==> src/hps_defs.vh <==
`ifndef HPS_DEFS_VH
`define HPS_DEFS_VH
// register word indices (queue window when address msb is set)
`define HPS_REG_ID 4'h0
`define HPS_REG_STATUS 4'h1
`define HPS_REG_CTRL 4'h2
// identification value, arbitrary
`define HPS_ID_VALUE 16'hA5C3
// status fields
`define HPS_ST_MUX 0
`define HPS_ST_WIDE 1
`define HPS_ST_LE 2
`define HPS_ST_RXAVAIL 3
`define HPS_ST_UNDER 4
`define HPS_ST_OVER 5
`define HPS_ST_TXBUSY 6
// control fields
`define HPS_CT_FLUSH 0
`define HPS_CT_RXEN 1
`define HPS_CTRL_RST 16'h0002
// lane geometry
`define HPS_REG_W 16
`define HPS_BYTES_16 3'h2
`define HPS_BYTES_32 3'h4
`endif

==> src/hps_host_port.v <==
// Overview of operation
// - address/data multiplexing chosen by strap caught at reset release.
// - data path 16 or 32 bits by wide strap caught at reset release.
// - queue byte lane order big or little endian by strap at release.
// - D0 is least significant; D15 or D31 is most significant.
// - register data never byte swapped, whatever the endian strap.
// - registers are 16 bits and ride on D15..D0.
// - on a 32-bit path, D31..D16 are ignored for register writes.
// - queue data is a byte array kept in network arrival order.
// - big endian 16-bit: earlier byte on D15..D8, next on D7..D0.
// - big endian 32-bit: first byte on D31..D24, last on D7..D0.
// - little endian 16-bit: earlier byte on D7..D0, next on D15..D8.
// - little endian 32-bit: first byte on D7..D0, last on D31..D24.
`include "hps_defs.vh"
`default_nettype none
module hps_host_port #(
  parameter ADDR_W = 5
) (
  input wire mclk,
  input wire sys_rst,
  input wire bus_multiplex_select,
  input wire wide_bus_select,
  input wire little_endian_select,
  input wire [ADDR_W-1:0] host_addr,
  input wire host_ale,
  input wire host_cs_n,
  input wire host_rd_n,
  input wire host_wr_n,
  input wire [31:0] host_d_in,
  output reg [31:0] host_d_out,
  output wire host_d_oe_lo,
  output wire host_d_oe_hi,
  input wire rx_byte_valid,
  output wire rx_byte_ready,
  input wire [7:0] rx_byte,
  input wire rx_byte_last,
  output wire tx_byte_valid,
  input wire tx_byte_ready,
  output reg [7:0] tx_byte
);
  // ==========================================
  // lane mapping
  // bit offset of byte number idx within a queue word
  function [4:0] lane_off;
    input [1:0] idx;
    input wide;
    input le;
    begin
      if (le) begin
        lane_off = {idx, 3'h0};
      end else if (wide) begin
        lane_off = {2'h3 - idx, 3'h0};
      end else begin
        lane_off = {1'b0, ~idx[0], 3'h0};
      end
    end
  endfunction

  // ==========================================
  // strap capture
  reg rst_q_r;
  reg cfg_mux_r;
  reg cfg_wide_r;
  reg cfg_le_r;
  wire [2:0] nbytes;

  always @(posedge mclk) begin
    rst_q_r <= sys_rst;
    if (rst_q_r & ~sys_rst) begin
      cfg_mux_r <= bus_multiplex_select;
      cfg_wide_r <= wide_bus_select;
      cfg_le_r <= little_endian_select;
    end
  end
  assign nbytes = cfg_wide_r ? `HPS_BYTES_32 : `HPS_BYTES_16;

  // ==========================================
  // bus decode
  reg [ADDR_W-1:0] alat_r;
  reg rd_n_q_r;
  reg wr_n_q_r;
  wire [ADDR_W-1:0] addr;
  wire rd_take;
  wire wr_take;
  wire is_q;
  wire [3:0] ridx;

  always @(posedge mclk) begin
    if (sys_rst) begin
      alat_r <= {ADDR_W{1'b0}};
      rd_n_q_r <= 1'b1;
      wr_n_q_r <= 1'b1;
    end else begin
      if (host_ale) begin
        alat_r <= host_d_in[ADDR_W-1:0];
      end
      rd_n_q_r <= host_rd_n;
      wr_n_q_r <= host_wr_n;
    end
  end
  assign addr = cfg_mux_r ? alat_r : host_addr;
  assign rd_take = ~host_cs_n & ~host_rd_n & rd_n_q_r;
  assign wr_take = ~host_cs_n & ~host_wr_n & wr_n_q_r;
  assign is_q = addr[ADDR_W-1];
  assign ridx = addr[3:0];
  // upper lanes only on wide path
  assign host_d_oe_lo = ~host_cs_n & ~host_rd_n & ~host_ale;
  assign host_d_oe_hi = host_d_oe_lo & cfg_wide_r;

  // ==========================================
  // registers
  reg [15:0] ctrl_r;
  reg under_r;
  reg over_r;
  wire [15:0] status;
  wire [15:0] wlow;
  wire buf_valid;
  wire [31:0] buf_data;
  wire tx_busy;
  wire q_pop;

  assign wlow = host_d_in[`HPS_REG_W-1:0];
  assign status = {9'h000, tx_busy, over_r, under_r, buf_valid,
                   cfg_le_r, cfg_wide_r, cfg_mux_r};
  assign q_pop = rd_take & is_q & buf_valid;

  always @(posedge mclk) begin
    if (sys_rst) begin
      ctrl_r <= `HPS_CTRL_RST;
      under_r <= 1'b0;
      over_r <= 1'b0;
    end else begin
      ctrl_r[`HPS_CT_FLUSH] <= 1'b0;
      if (wr_take & ~is_q & (ridx == `HPS_REG_CTRL)) begin
        ctrl_r <= wlow;
      end
      // sticky flags: set wins over write-one-to-clear
      if (rd_take & is_q & ~buf_valid) begin
        under_r <= 1'b1;
      end else if (wr_take & ~is_q & (ridx == `HPS_REG_STATUS) & wlow[`HPS_ST_UNDER]) begin
        under_r <= 1'b0;
      end
      if (wr_take & is_q & tx_busy) begin
        over_r <= 1'b1;
      end else if (wr_take & ~is_q & (ridx == `HPS_REG_STATUS) & wlow[`HPS_ST_OVER]) begin
        over_r <= 1'b0;
      end
    end
  end

  // ==========================================
  // read data
  always @(posedge mclk) begin
    if (sys_rst) begin
      host_d_out <= 32'h00000000;
    end else if (rd_take) begin
      if (is_q) begin
        host_d_out <= buf_valid ? buf_data : 32'h00000000;
      end else if (ridx == `HPS_REG_ID) begin
        host_d_out <= {16'h0000, `HPS_ID_VALUE};
      end else if (ridx == `HPS_REG_STATUS) begin
        host_d_out <= {16'h0000, status};
      end else if (ridx == `HPS_REG_CTRL) begin
        host_d_out <= {16'h0000, ctrl_r};
      end else begin
        host_d_out <= 32'h00000000;
      end
    end
  end

  // ==========================================
  // receive packer
  reg [31:0] pk_word_r;
  reg [1:0] pk_cnt_r;
  reg pk_full_r;
  wire pk_ready;
  wire rx_take;
  wire [4:0] pk_off;
  wire pk_done;

  assign rx_byte_ready = ~pk_full_r & ctrl_r[`HPS_CT_RXEN];
  assign rx_take = rx_byte_valid & rx_byte_ready;
  assign pk_off = lane_off(pk_cnt_r, cfg_wide_r, cfg_le_r);
  assign pk_done = rx_byte_last | ({1'b0, pk_cnt_r} == nbytes - 3'h1);

  always @(posedge mclk) begin
    if (sys_rst | ctrl_r[`HPS_CT_FLUSH]) begin
      pk_word_r <= 32'h00000000;
      pk_cnt_r <= 2'h0;
      pk_full_r <= 1'b0;
    end else if (pk_full_r) begin
      if (pk_ready) begin
        pk_word_r <= 32'h00000000;
        pk_full_r <= 1'b0;
      end
    end else if (rx_take) begin
      pk_word_r <= pk_word_r | ({24'h000000, rx_byte} << pk_off);
      pk_cnt_r <= pk_done ? 2'h0 : pk_cnt_r + 2'h1;
      pk_full_r <= pk_done;
    end
  end

  hps_pair_buf #(
    .W(32)
  ) u_rx_buf (
    .mclk(mclk),
    .sys_rst(sys_rst),
    .flush(ctrl_r[`HPS_CT_FLUSH]),
    .in_valid(pk_full_r),
    .in_ready(pk_ready),
    .in_data(pk_word_r),
    .out_valid(buf_valid),
    .out_ready(q_pop),
    .out_data(buf_data)
  );

  // ==========================================
  // transmit unpacker
  reg [31:0] tx_word_r;
  reg [1:0] tx_idx_r;
  reg [2:0] tx_left_r;
  wire [4:0] tx_off;
  wire [31:0] tx_sh;

  assign tx_busy = (tx_left_r != 3'h0);
  assign tx_byte_valid = tx_busy;
  assign tx_off = lane_off(tx_idx_r, cfg_wide_r, cfg_le_r);
  assign tx_sh = tx_word_r >> tx_off;

  always @(posedge mclk) begin
    if (sys_rst) begin
      tx_word_r <= 32'h00000000;
      tx_idx_r <= 2'h0;
      tx_left_r <= 3'h0;
    end else if (wr_take & is_q & ~tx_busy) begin
      // upper lanes unused on narrow path
      tx_word_r <= cfg_wide_r ? host_d_in : {16'h0000, host_d_in[15:0]};
      tx_idx_r <= 2'h0;
      tx_left_r <= nbytes;
    end else if (tx_busy & tx_byte_ready) begin
      tx_idx_r <= tx_idx_r + 2'h1;
      tx_left_r <= tx_left_r - 3'h1;
    end
  end

  always @* begin
    tx_byte = tx_sh[7:0];
  end
endmodule
`default_nettype wire

==> src/hps_pair_buf.v <==
`default_nettype none
module hps_pair_buf #(
  parameter W = 32
) (
  input wire mclk,
  input wire sys_rst,
  input wire flush,
  input wire in_valid,
  output wire in_ready,
  input wire [W-1:0] in_data,
  output wire out_valid,
  input wire out_ready,
  output wire [W-1:0] out_data
);
  // ==========================================
  // two-entry storage
  reg [W-1:0] mem0_r;
  reg [W-1:0] mem1_r;
  reg wr_ptr_r;
  reg rd_ptr_r;
  reg [1:0] cnt_r;
  wire push;
  wire pop;

  assign in_ready = (cnt_r != 2'h2);
  assign out_valid = (cnt_r != 2'h0);
  assign out_data = rd_ptr_r ? mem1_r : mem0_r;
  assign push = in_valid & in_ready;
  assign pop = out_valid & out_ready;

  always @(posedge mclk) begin
    if (sys_rst) begin
      mem0_r <= {W{1'b0}};
      mem1_r <= {W{1'b0}};
      wr_ptr_r <= 1'b0;
      rd_ptr_r <= 1'b0;
      cnt_r <= 2'h0;
    end else if (flush) begin
      wr_ptr_r <= 1'b0;
      rd_ptr_r <= 1'b0;
      cnt_r <= 2'h0;
    end else begin
      if (push) begin
        if (wr_ptr_r) begin
          mem1_r <= in_data;
        end else begin
          mem0_r <= in_data;
        end
        wr_ptr_r <= ~wr_ptr_r;
      end
      if (pop) begin
        rd_ptr_r <= ~rd_ptr_r;
      end
      if (push & ~pop) begin
        cnt_r <= cnt_r + 2'h1;
      end else if (pop & ~push) begin
        cnt_r <= cnt_r - 2'h1;
      end
    end
  end
endmodule
`default_nettype wire

==> config.mk <==
export PLATFORM = sky130hd
export DESIGN_NAME = hps_host_port
export DESIGN_NICKNAME = d
export VERILOG_FILES = /design/src/hps_host_port.v /design/src/hps_pair_buf.v
export VERILOG_INCLUDE_DIRS = /design/src /design/src/src
export SDC_FILE = /design/constraint.sdc
export NUM_CORES = 1
export LEC_CHECK = 0
export BUFFER_PORTS_ARGS = -buffer_cell sky130_fd_sc_hd__buf_2
export CAP_MARGIN = 25
export CORE_MARGIN = 1.5
export CORE_UTILIZATION = 52
export CTS_CLUSTER_DIAMETER = 30
export DETAILED_ROUTE_END_ITERATION = 12
export PLACE_DENSITY = 0.76
export SETUP_SLACK_MARGIN = 0.15
export SYNTH_ARGS = -nofsm -noshare
export SYNTH_HDL_FRONTEND = slang
export SYNTH_SLANG_ARGS = --single-unit
==> constraint.sdc <==
create_clock -name mclk -period 2.15 [get_ports mclk]
set_clock_uncertainty 0.2 [all_clocks]
set_input_delay 0.43 -clock mclk [delete_from_list [all_inputs] [get_ports mclk]]
set_output_delay 0.43 -clock mclk [all_outputs]
set_load 0.01 [all_outputs]
; After elaboration in Yosys (flattened, before gate mapping)
; Cells that the tools add are included.
[word_totals]
ff_bits = 201
in_bits = 57
out_inout_bits = 44
[classes]
mux = 28
bitwise_logic = 45
n_shift = 2
reduce_logical = 15
addsub = 8
eq_ne = 5
[op_table]
columns = op, n
row1 = 32-bit two-way mux, 7
row2 = 16-bit two-way mux, 3
row3 = 32-bit OR, 1
row4 = 8-bit by 5-bit left shift with 32-bit output, 1
row5 = 32-bit by 5-bit >> shifter with 8-bit output, 1
row6 = 1-bit AND, 25
row7 = 5-bit two-way mux, 5
row8 = 1-bit NOT, 17
row9 = 2-bit nonzero test, 6
row10 = 3-bit two-way mux, 3
row11 = 1-bit two-way mux, 7
row12 = 2-bit by 1-bit adder with 2-bit output (second input constant), 3
row13 = 2-bit two-way mux, 3
row14 = 3-bit AND reduction, 2
row15 = 2-bit OR reduction, 3
row16 = 3-bit by 1-bit subtractor with 3-bit output (second input constant), 2
row17 = 4-bit by 1-bit == test with 1-bit output (second input constant), 1
row18 = 4-bit by 2-bit == test with 1-bit output (second input constant), 1
row19 = 4-bit logical NOT, 1
row20 = 2-bit AND reduction, 2
row21 = 2-bit subtractor (first input constant), 2
row22 = 2-bit by 3-bit == test with 1-bit output, 1
row23 = 3-bit nonzero test, 1
row24 = 2-bit by 1-bit inequality test with 1-bit output (second input constant), 1
row25 = 3 further kinds, 4

; Longest topological paths before layout
[depth]
ltp_word = 9
mapped_depth = 9
ltp_nobuf = 7

; Modules after synthesis
; From an unflattened synthesis, not the netlist that was laid out.
[unflattened]
cells_unflattened = 900
hier_area_um2 = 8568.2
[by_module_without_submodules]
columns = module, instances, seq_area_each_um2, cells_each, area_each_um2
row1 = hps_host_port, 1, 2692.6, 595, 5285.1
row2 = hps_pair_buf, 1, 1361.3, 305, 3283.1

; Worst setup path before layout
; Ideal clock, no wire load.
[synth_path]
kind = input to register
start = in host_cs_n
end = reg u_rx_buf.cnt_r[1]
path_slack_ns = -0.186
cell_stages = 7
arrival_ns = 2.066
path_cell_list = or3b_1 -> clkbuf_1 -> nor3_2 -> inv_1 -> ha_1 -> or3_1 -> a21oi_1
[synth_via]
elab_chain_cells = 9
[synth_lines]
columns = element, line_no
row1 = from (decl), hps_host_port.v:26  ; input wire host_cs_n,
row2 = 1-bit NOT (*), hps_host_port.v:102  ; assign rd_take = ~host_cs_n & ~host_rd_n & rd_n_q_r;
row3 = 1-bit AND (*) (2 in a row), hps_host_port.v:102
row4 = 1-bit AND (*) (2 in a row), hps_host_port.v:125  ; assign q_pop = rd_take & is_q & buf_valid;
row5 = 1-bit AND (*), hps_pair_buf.v:29  ; assign pop = out_valid & out_ready;
row6 = 1-bit NOT, hps_pair_buf.v:54  ; if (push & ~pop) begin
row7 = 1-bit AND, hps_pair_buf.v:54
row8 = 2-bit two-way mux / 2-bit nonzero test (equally long branches), n/a
row9 = to (signal assigned), hps_pair_buf.v:55  ; cnt_r <= cnt_r + 2'h1;
row10 = to (signal assigned), hps_pair_buf.v:57  ; cnt_r <= cnt_r - 2'h1;
row11 = to (decl), hps_pair_buf.v:21  ; reg [1:0] cnt_r;
; Mark *: on every way between the ends. The rest lies on a longest branch, timed or not.
; A chain may end at the register's enable or synchronous reset.

; Worst setup path after layout
[layout_path]
start = reg cfg_le_r
end = out tx_byte[5]
[layout_via]
elab_chain_cells = 2
[layout_lines]
columns = element, line_no
row1 = from (decl), hps_host_port.v:64  ; reg cfg_le_r;
row2 = from (signal assigned), hps_host_port.v:72  ; cfg_le_r <= little_endian_select;
row3 = 5-bit two-way mux, hps_host_port.v:49  ; if (le) begin
row4 = 32-bit by 5-bit >> shifter with 8-bit output, hps_host_port.v:228  ; assign tx_sh = tx_word_r >> tx_off;
row5 = to (decl), hps_host_port.v:39  ; output reg [7:0] tx_byte
; No other way between the ends.

==> impl_metrics.ini <==
[drt]
detailedRoute.firstPassIterationCount = 5
post_drt_via_cell_ratio = 5.73
ant_nets = 0
wl_per_cell_um = 17.7
drt_wl_total_mm = 22.9
routed-via-count = 7406
initialDrtViolationCount = 489
drt_drc_violations_left = 0

[power_and_ir_drop]
power.share.switching_pct = 24.1
netSwitchingPower_mw = 2.89
sequentialPowerShare_pct = 33.2
power.share.clock_pct = 55.2
power.share.combinational_pct = 11.6
internal_mw = 9.07
power_leakage_nw = 4.26
peakVddDrop_mv = 0.695
power_density_nw_per_um2 = 1090

[worst_hold_path]
hp-class = in2reg

[logic_synthesis]
yosys_register_bits = 201
ys_top_cells_by_area = sky130_fd_sc_hd__dfxtp_1 (49%), sky130_fd_sc_hd__nand2_1 (9.1%), sky130_fd_sc_hd__a21oi_1 (8.5%)
share_of_the_synthesized_netlist_area_taken_by_xor_and_xnor_gates_pct = 1.06
synth_largest_area_cell = sky130_fd_sc_hd__dfxtp_1
synthFlopType = sky130_fd_sc_hd__dfxtp_1
synthArstFlopShare_pct = 0
ys_seq_area_share_pct = 49.9
synth_top_area_share_pct = 48.8
area_share_of_fa_ha_maj_cells_after_synthesis_pct = 0.616
yosys_warnings = 0
netlist_area_um2 = 8120
syn_avg_cell_area_um2 = 8.73
yosys-mux-area-fraction_pct = 9.58
compound_gate_fraction_of_synth_area_pct = 15.3
main_combinational_cell_family_by_area_after_synthesis = simple AND/OR/NAND/NOR gates
total_nets_after_synthesis = 991
ys_types = 57
postSynthCellCount = 930
number_of_enable_type_register_cells_in_the_synthesized_netlist = 3
synth-simple-area-share_pct = 19.5

[global_routing]
first_pass_grt_wire_length_mm = 35.5
grt_max_degree = 94
grt.total_usage_pct = 27.1
aggregate_global_routing_overflow = 0
antenna_violations_before_repair = 0
number_of_global_route_vias_before_repair = 7186

[placement]
place_ws_ps = -99.7
hpwlAfterDp_mm = 13.0
place.port_buffers = 100
placed_instance_count = 1188
gp_routability_congestion = 0.797

[sta]
max-slew-margin-rel_pct = 68.7
final.setup.worst_slack_ps = -519
achievable-frequency_mhz = 375
tightest_slew_ps = 468
rsz0062_at_grt = true
maxSlewViolCount = 0
holdWs_ps = 19.8
layout_min_cycle_time_ps = 2670
final.period_utilization_pct = 124
hold_viol = 0
setup_violations = 8

[critical_path]
cp.required_ps = 1520
cp_data_arrival_time_ps = 2040
highest_fanout_seen_on_the_critical_path = 9
worst_setup_path_end_kind = primary output
cp-start-kind = flip-flop
timing.setup.critical_path_class = reg2out

[cells_and_area]
final_cell_count_no_fill = 1293
final_cell_mix = sky130_fd_sc_hd__nand2_1 (196), sky130_fd_sc_hd__dfxtp_1 (196), sky130_fd_sc_hd__a21oi_1 (135)
drive_above_1_share_pct = 25.5
antennaDiodeCount = 0
finalCoreUtilization_pct = 71.9
area_overhead_of_the_layout_relative_to_synthesis_pct = 34.5
number_of_nets_in_the_final_layout = 1137
num-fill-cells = 1050

[clock_network]
worstSkewPairLatency_ps = 520
tritoncts_clock_tree = yes
htreeDepth = 2
clk_path_buf_depth = 3
numClockSinks = 201
cts-buffers-inserted = 39
cts.root.buffer_cell = sky130_fd_sc_hd__clkbuf_16
register_clock_pin_slew_on_the_reported_worst_setup_and_hold_paths_ps = 60

[die]
floorplan.rows = 45
fp.coreArea_um2 = 15200
io_count = 101
dieArea_um2 = 16400
die_h_um = 128
initial_core_utilization_pct = 53.4
dieWidth_um = 128

[job]
maxCapViolations = 0

[status]
run_status = finished, violations left
violations_in_the_final_reports = negative setup slack
-- power groups by stage --
stage | logic, mW | registers, mW | clock network (mW)
detailed placement | 1.08 | 4.02 | 0
floorplan | 0.703 | 4.00 | 0
finish | 1.38 | 3.97 | 6.61
global route | 1.49 | 3.98 | 6.83
global placement | 1.07 | 4.02 | 0
CTS | 1.23 | 3.96 | 6.64
-- worst max-delay path, stage by stage, from the launching register on --
cell                       delay, ps
sky130_fd_sc_hd__edfxtp_1        490
sky130_fd_sc_hd__buf_4           230
sky130_fd_sc_hd__a21oi_2         200
sky130_fd_sc_hd__buf_12          150
sky130_fd_sc_hd__mux4_2          300
sky130_fd_sc_hd__buf_2           160
-- worst paths after layout --
path | startpoint | slack (ps) | cells past startpoint | to
worst max-delay path | cfg_le_r | -520 | 5 | tx_byte[5]
worst min register to register | host_d_out[30] | 240 | 2 | host_d_out[30]
worst max register to register | cfg_mux_r | 90 | 7 | u_rx_buf.cnt_r[1]
worst min-delay path | host_d_in[29] | 20 | 3 | tx_word_r[29]
-- stage by stage --
stage,total power [mW],area [µm²],setup TNS (ps)
after floorplan,4.70,8170,-30.3
after global placement,5.09,8990,-76.4
after detailed placement,5.11,8990,-443
after CTS,11.8,10700,-3930
after global routing,12.3,10900,-4350
final,12.0,10900,-3990
-- layer usage --
metal  track usage [%]  wire [µm]  vias to the layer above
met1              32.7       9520                     3546
li1                  -          -                     3537
met3              4.97       1370                       53
met4              13.4        674                        0
met5                 0          0                        -
met2              46.6      11300                      270
-- timing repair --
action                                  4_1_cts  5_1_grt
pin swaps                                     3        8
gates cloned                                  0        1
buffers inserted                              3        8
gates resized for setup                      12       25
hold buffers                                 23        0
endpoints found under the hold margin        32        0
endpoints found under the setup margin       38       48
-- sequential cells by signal, indices dropped and copies added (netlist names), 3 cells and up --
name	flops
host_d_out	32
pk_word_r	32
tx_word_r	32
u_rx_buf.mem0_r	32
u_rx_buf.mem1_r	32
ctrl_r	16
alat_r	5
tx_left_r	3
-- cell usage after synthesis, types with 2 or more instances --
cell,instances
sky130_fd_sc_hd__buf_2,13
sky130_fd_sc_hd__mux4_2,8
sky130_fd_sc_hd__o21ai_0,7
sky130_fd_sc_hd__nor3_1,10
sky130_fd_sc_hd__clkbuf_1,50
sky130_fd_sc_hd__ha_1,4
sky130_fd_sc_hd__a21oi_1,138
sky130_fd_sc_hd__buf_6,2
sky130_fd_sc_hd__nand3b_1,3
sky130_fd_sc_hd__nand2b_1,7
sky130_fd_sc_hd__nor3b_2,3
sky130_fd_sc_hd__a22oi_1,13
sky130_fd_sc_hd__a31oi_1,34
sky130_fd_sc_hd__buf_4,3
sky130_fd_sc_hd__xor2_1,5
sky130_fd_sc_hd__mux2_2,20
sky130_fd_sc_hd__nand3_1,41
sky130_fd_sc_hd__mux2i_1,35
sky130_fd_sc_hd__xnor2_1,3
sky130_fd_sc_hd__edfxtp_1,3
sky130_fd_sc_hd__dfxtp_1,198
sky130_fd_sc_hd__a211oi_1,2
sky130_fd_sc_hd__nand2_1,196
sky130_fd_sc_hd__a311oi_1,2
sky130_fd_sc_hd__inv_1,8
sky130_fd_sc_hd__o22ai_1,6
sky130_fd_sc_hd__nor2b_1,3
sky130_fd_sc_hd__or2_2,3
sky130_fd_sc_hd__o211a_1,2
sky130_fd_sc_hd__nor2_1,71
sky130_fd_sc_hd__o21ai_1,2
sky130_fd_sc_hd__nor4_1,6
sky130_fd_sc_hd__nor3b_1,5
-- area by class of cell --
cell class	instances	area, µm²	area share, %
Clock inverter	24	385	3.53
Inverter	8	32.5	0.298
Timing Repair Buffer	173	1280	11.7
Sequential cell	201	4060	37.1
Clock buffer	46	1060	9.73
Multi-Input combinational cell	653	3870	35.5
Tap cell	188	235	2.15
-- cells by family after synthesis --
kind of cell / count (synthesis)
buf+inv: 76
compound gates: 216
simple gates: 360
mux: 64
flops: 201
fa+ha+maj: 4
xor+xnor: 9
Power figures use the tool's default switching activity.
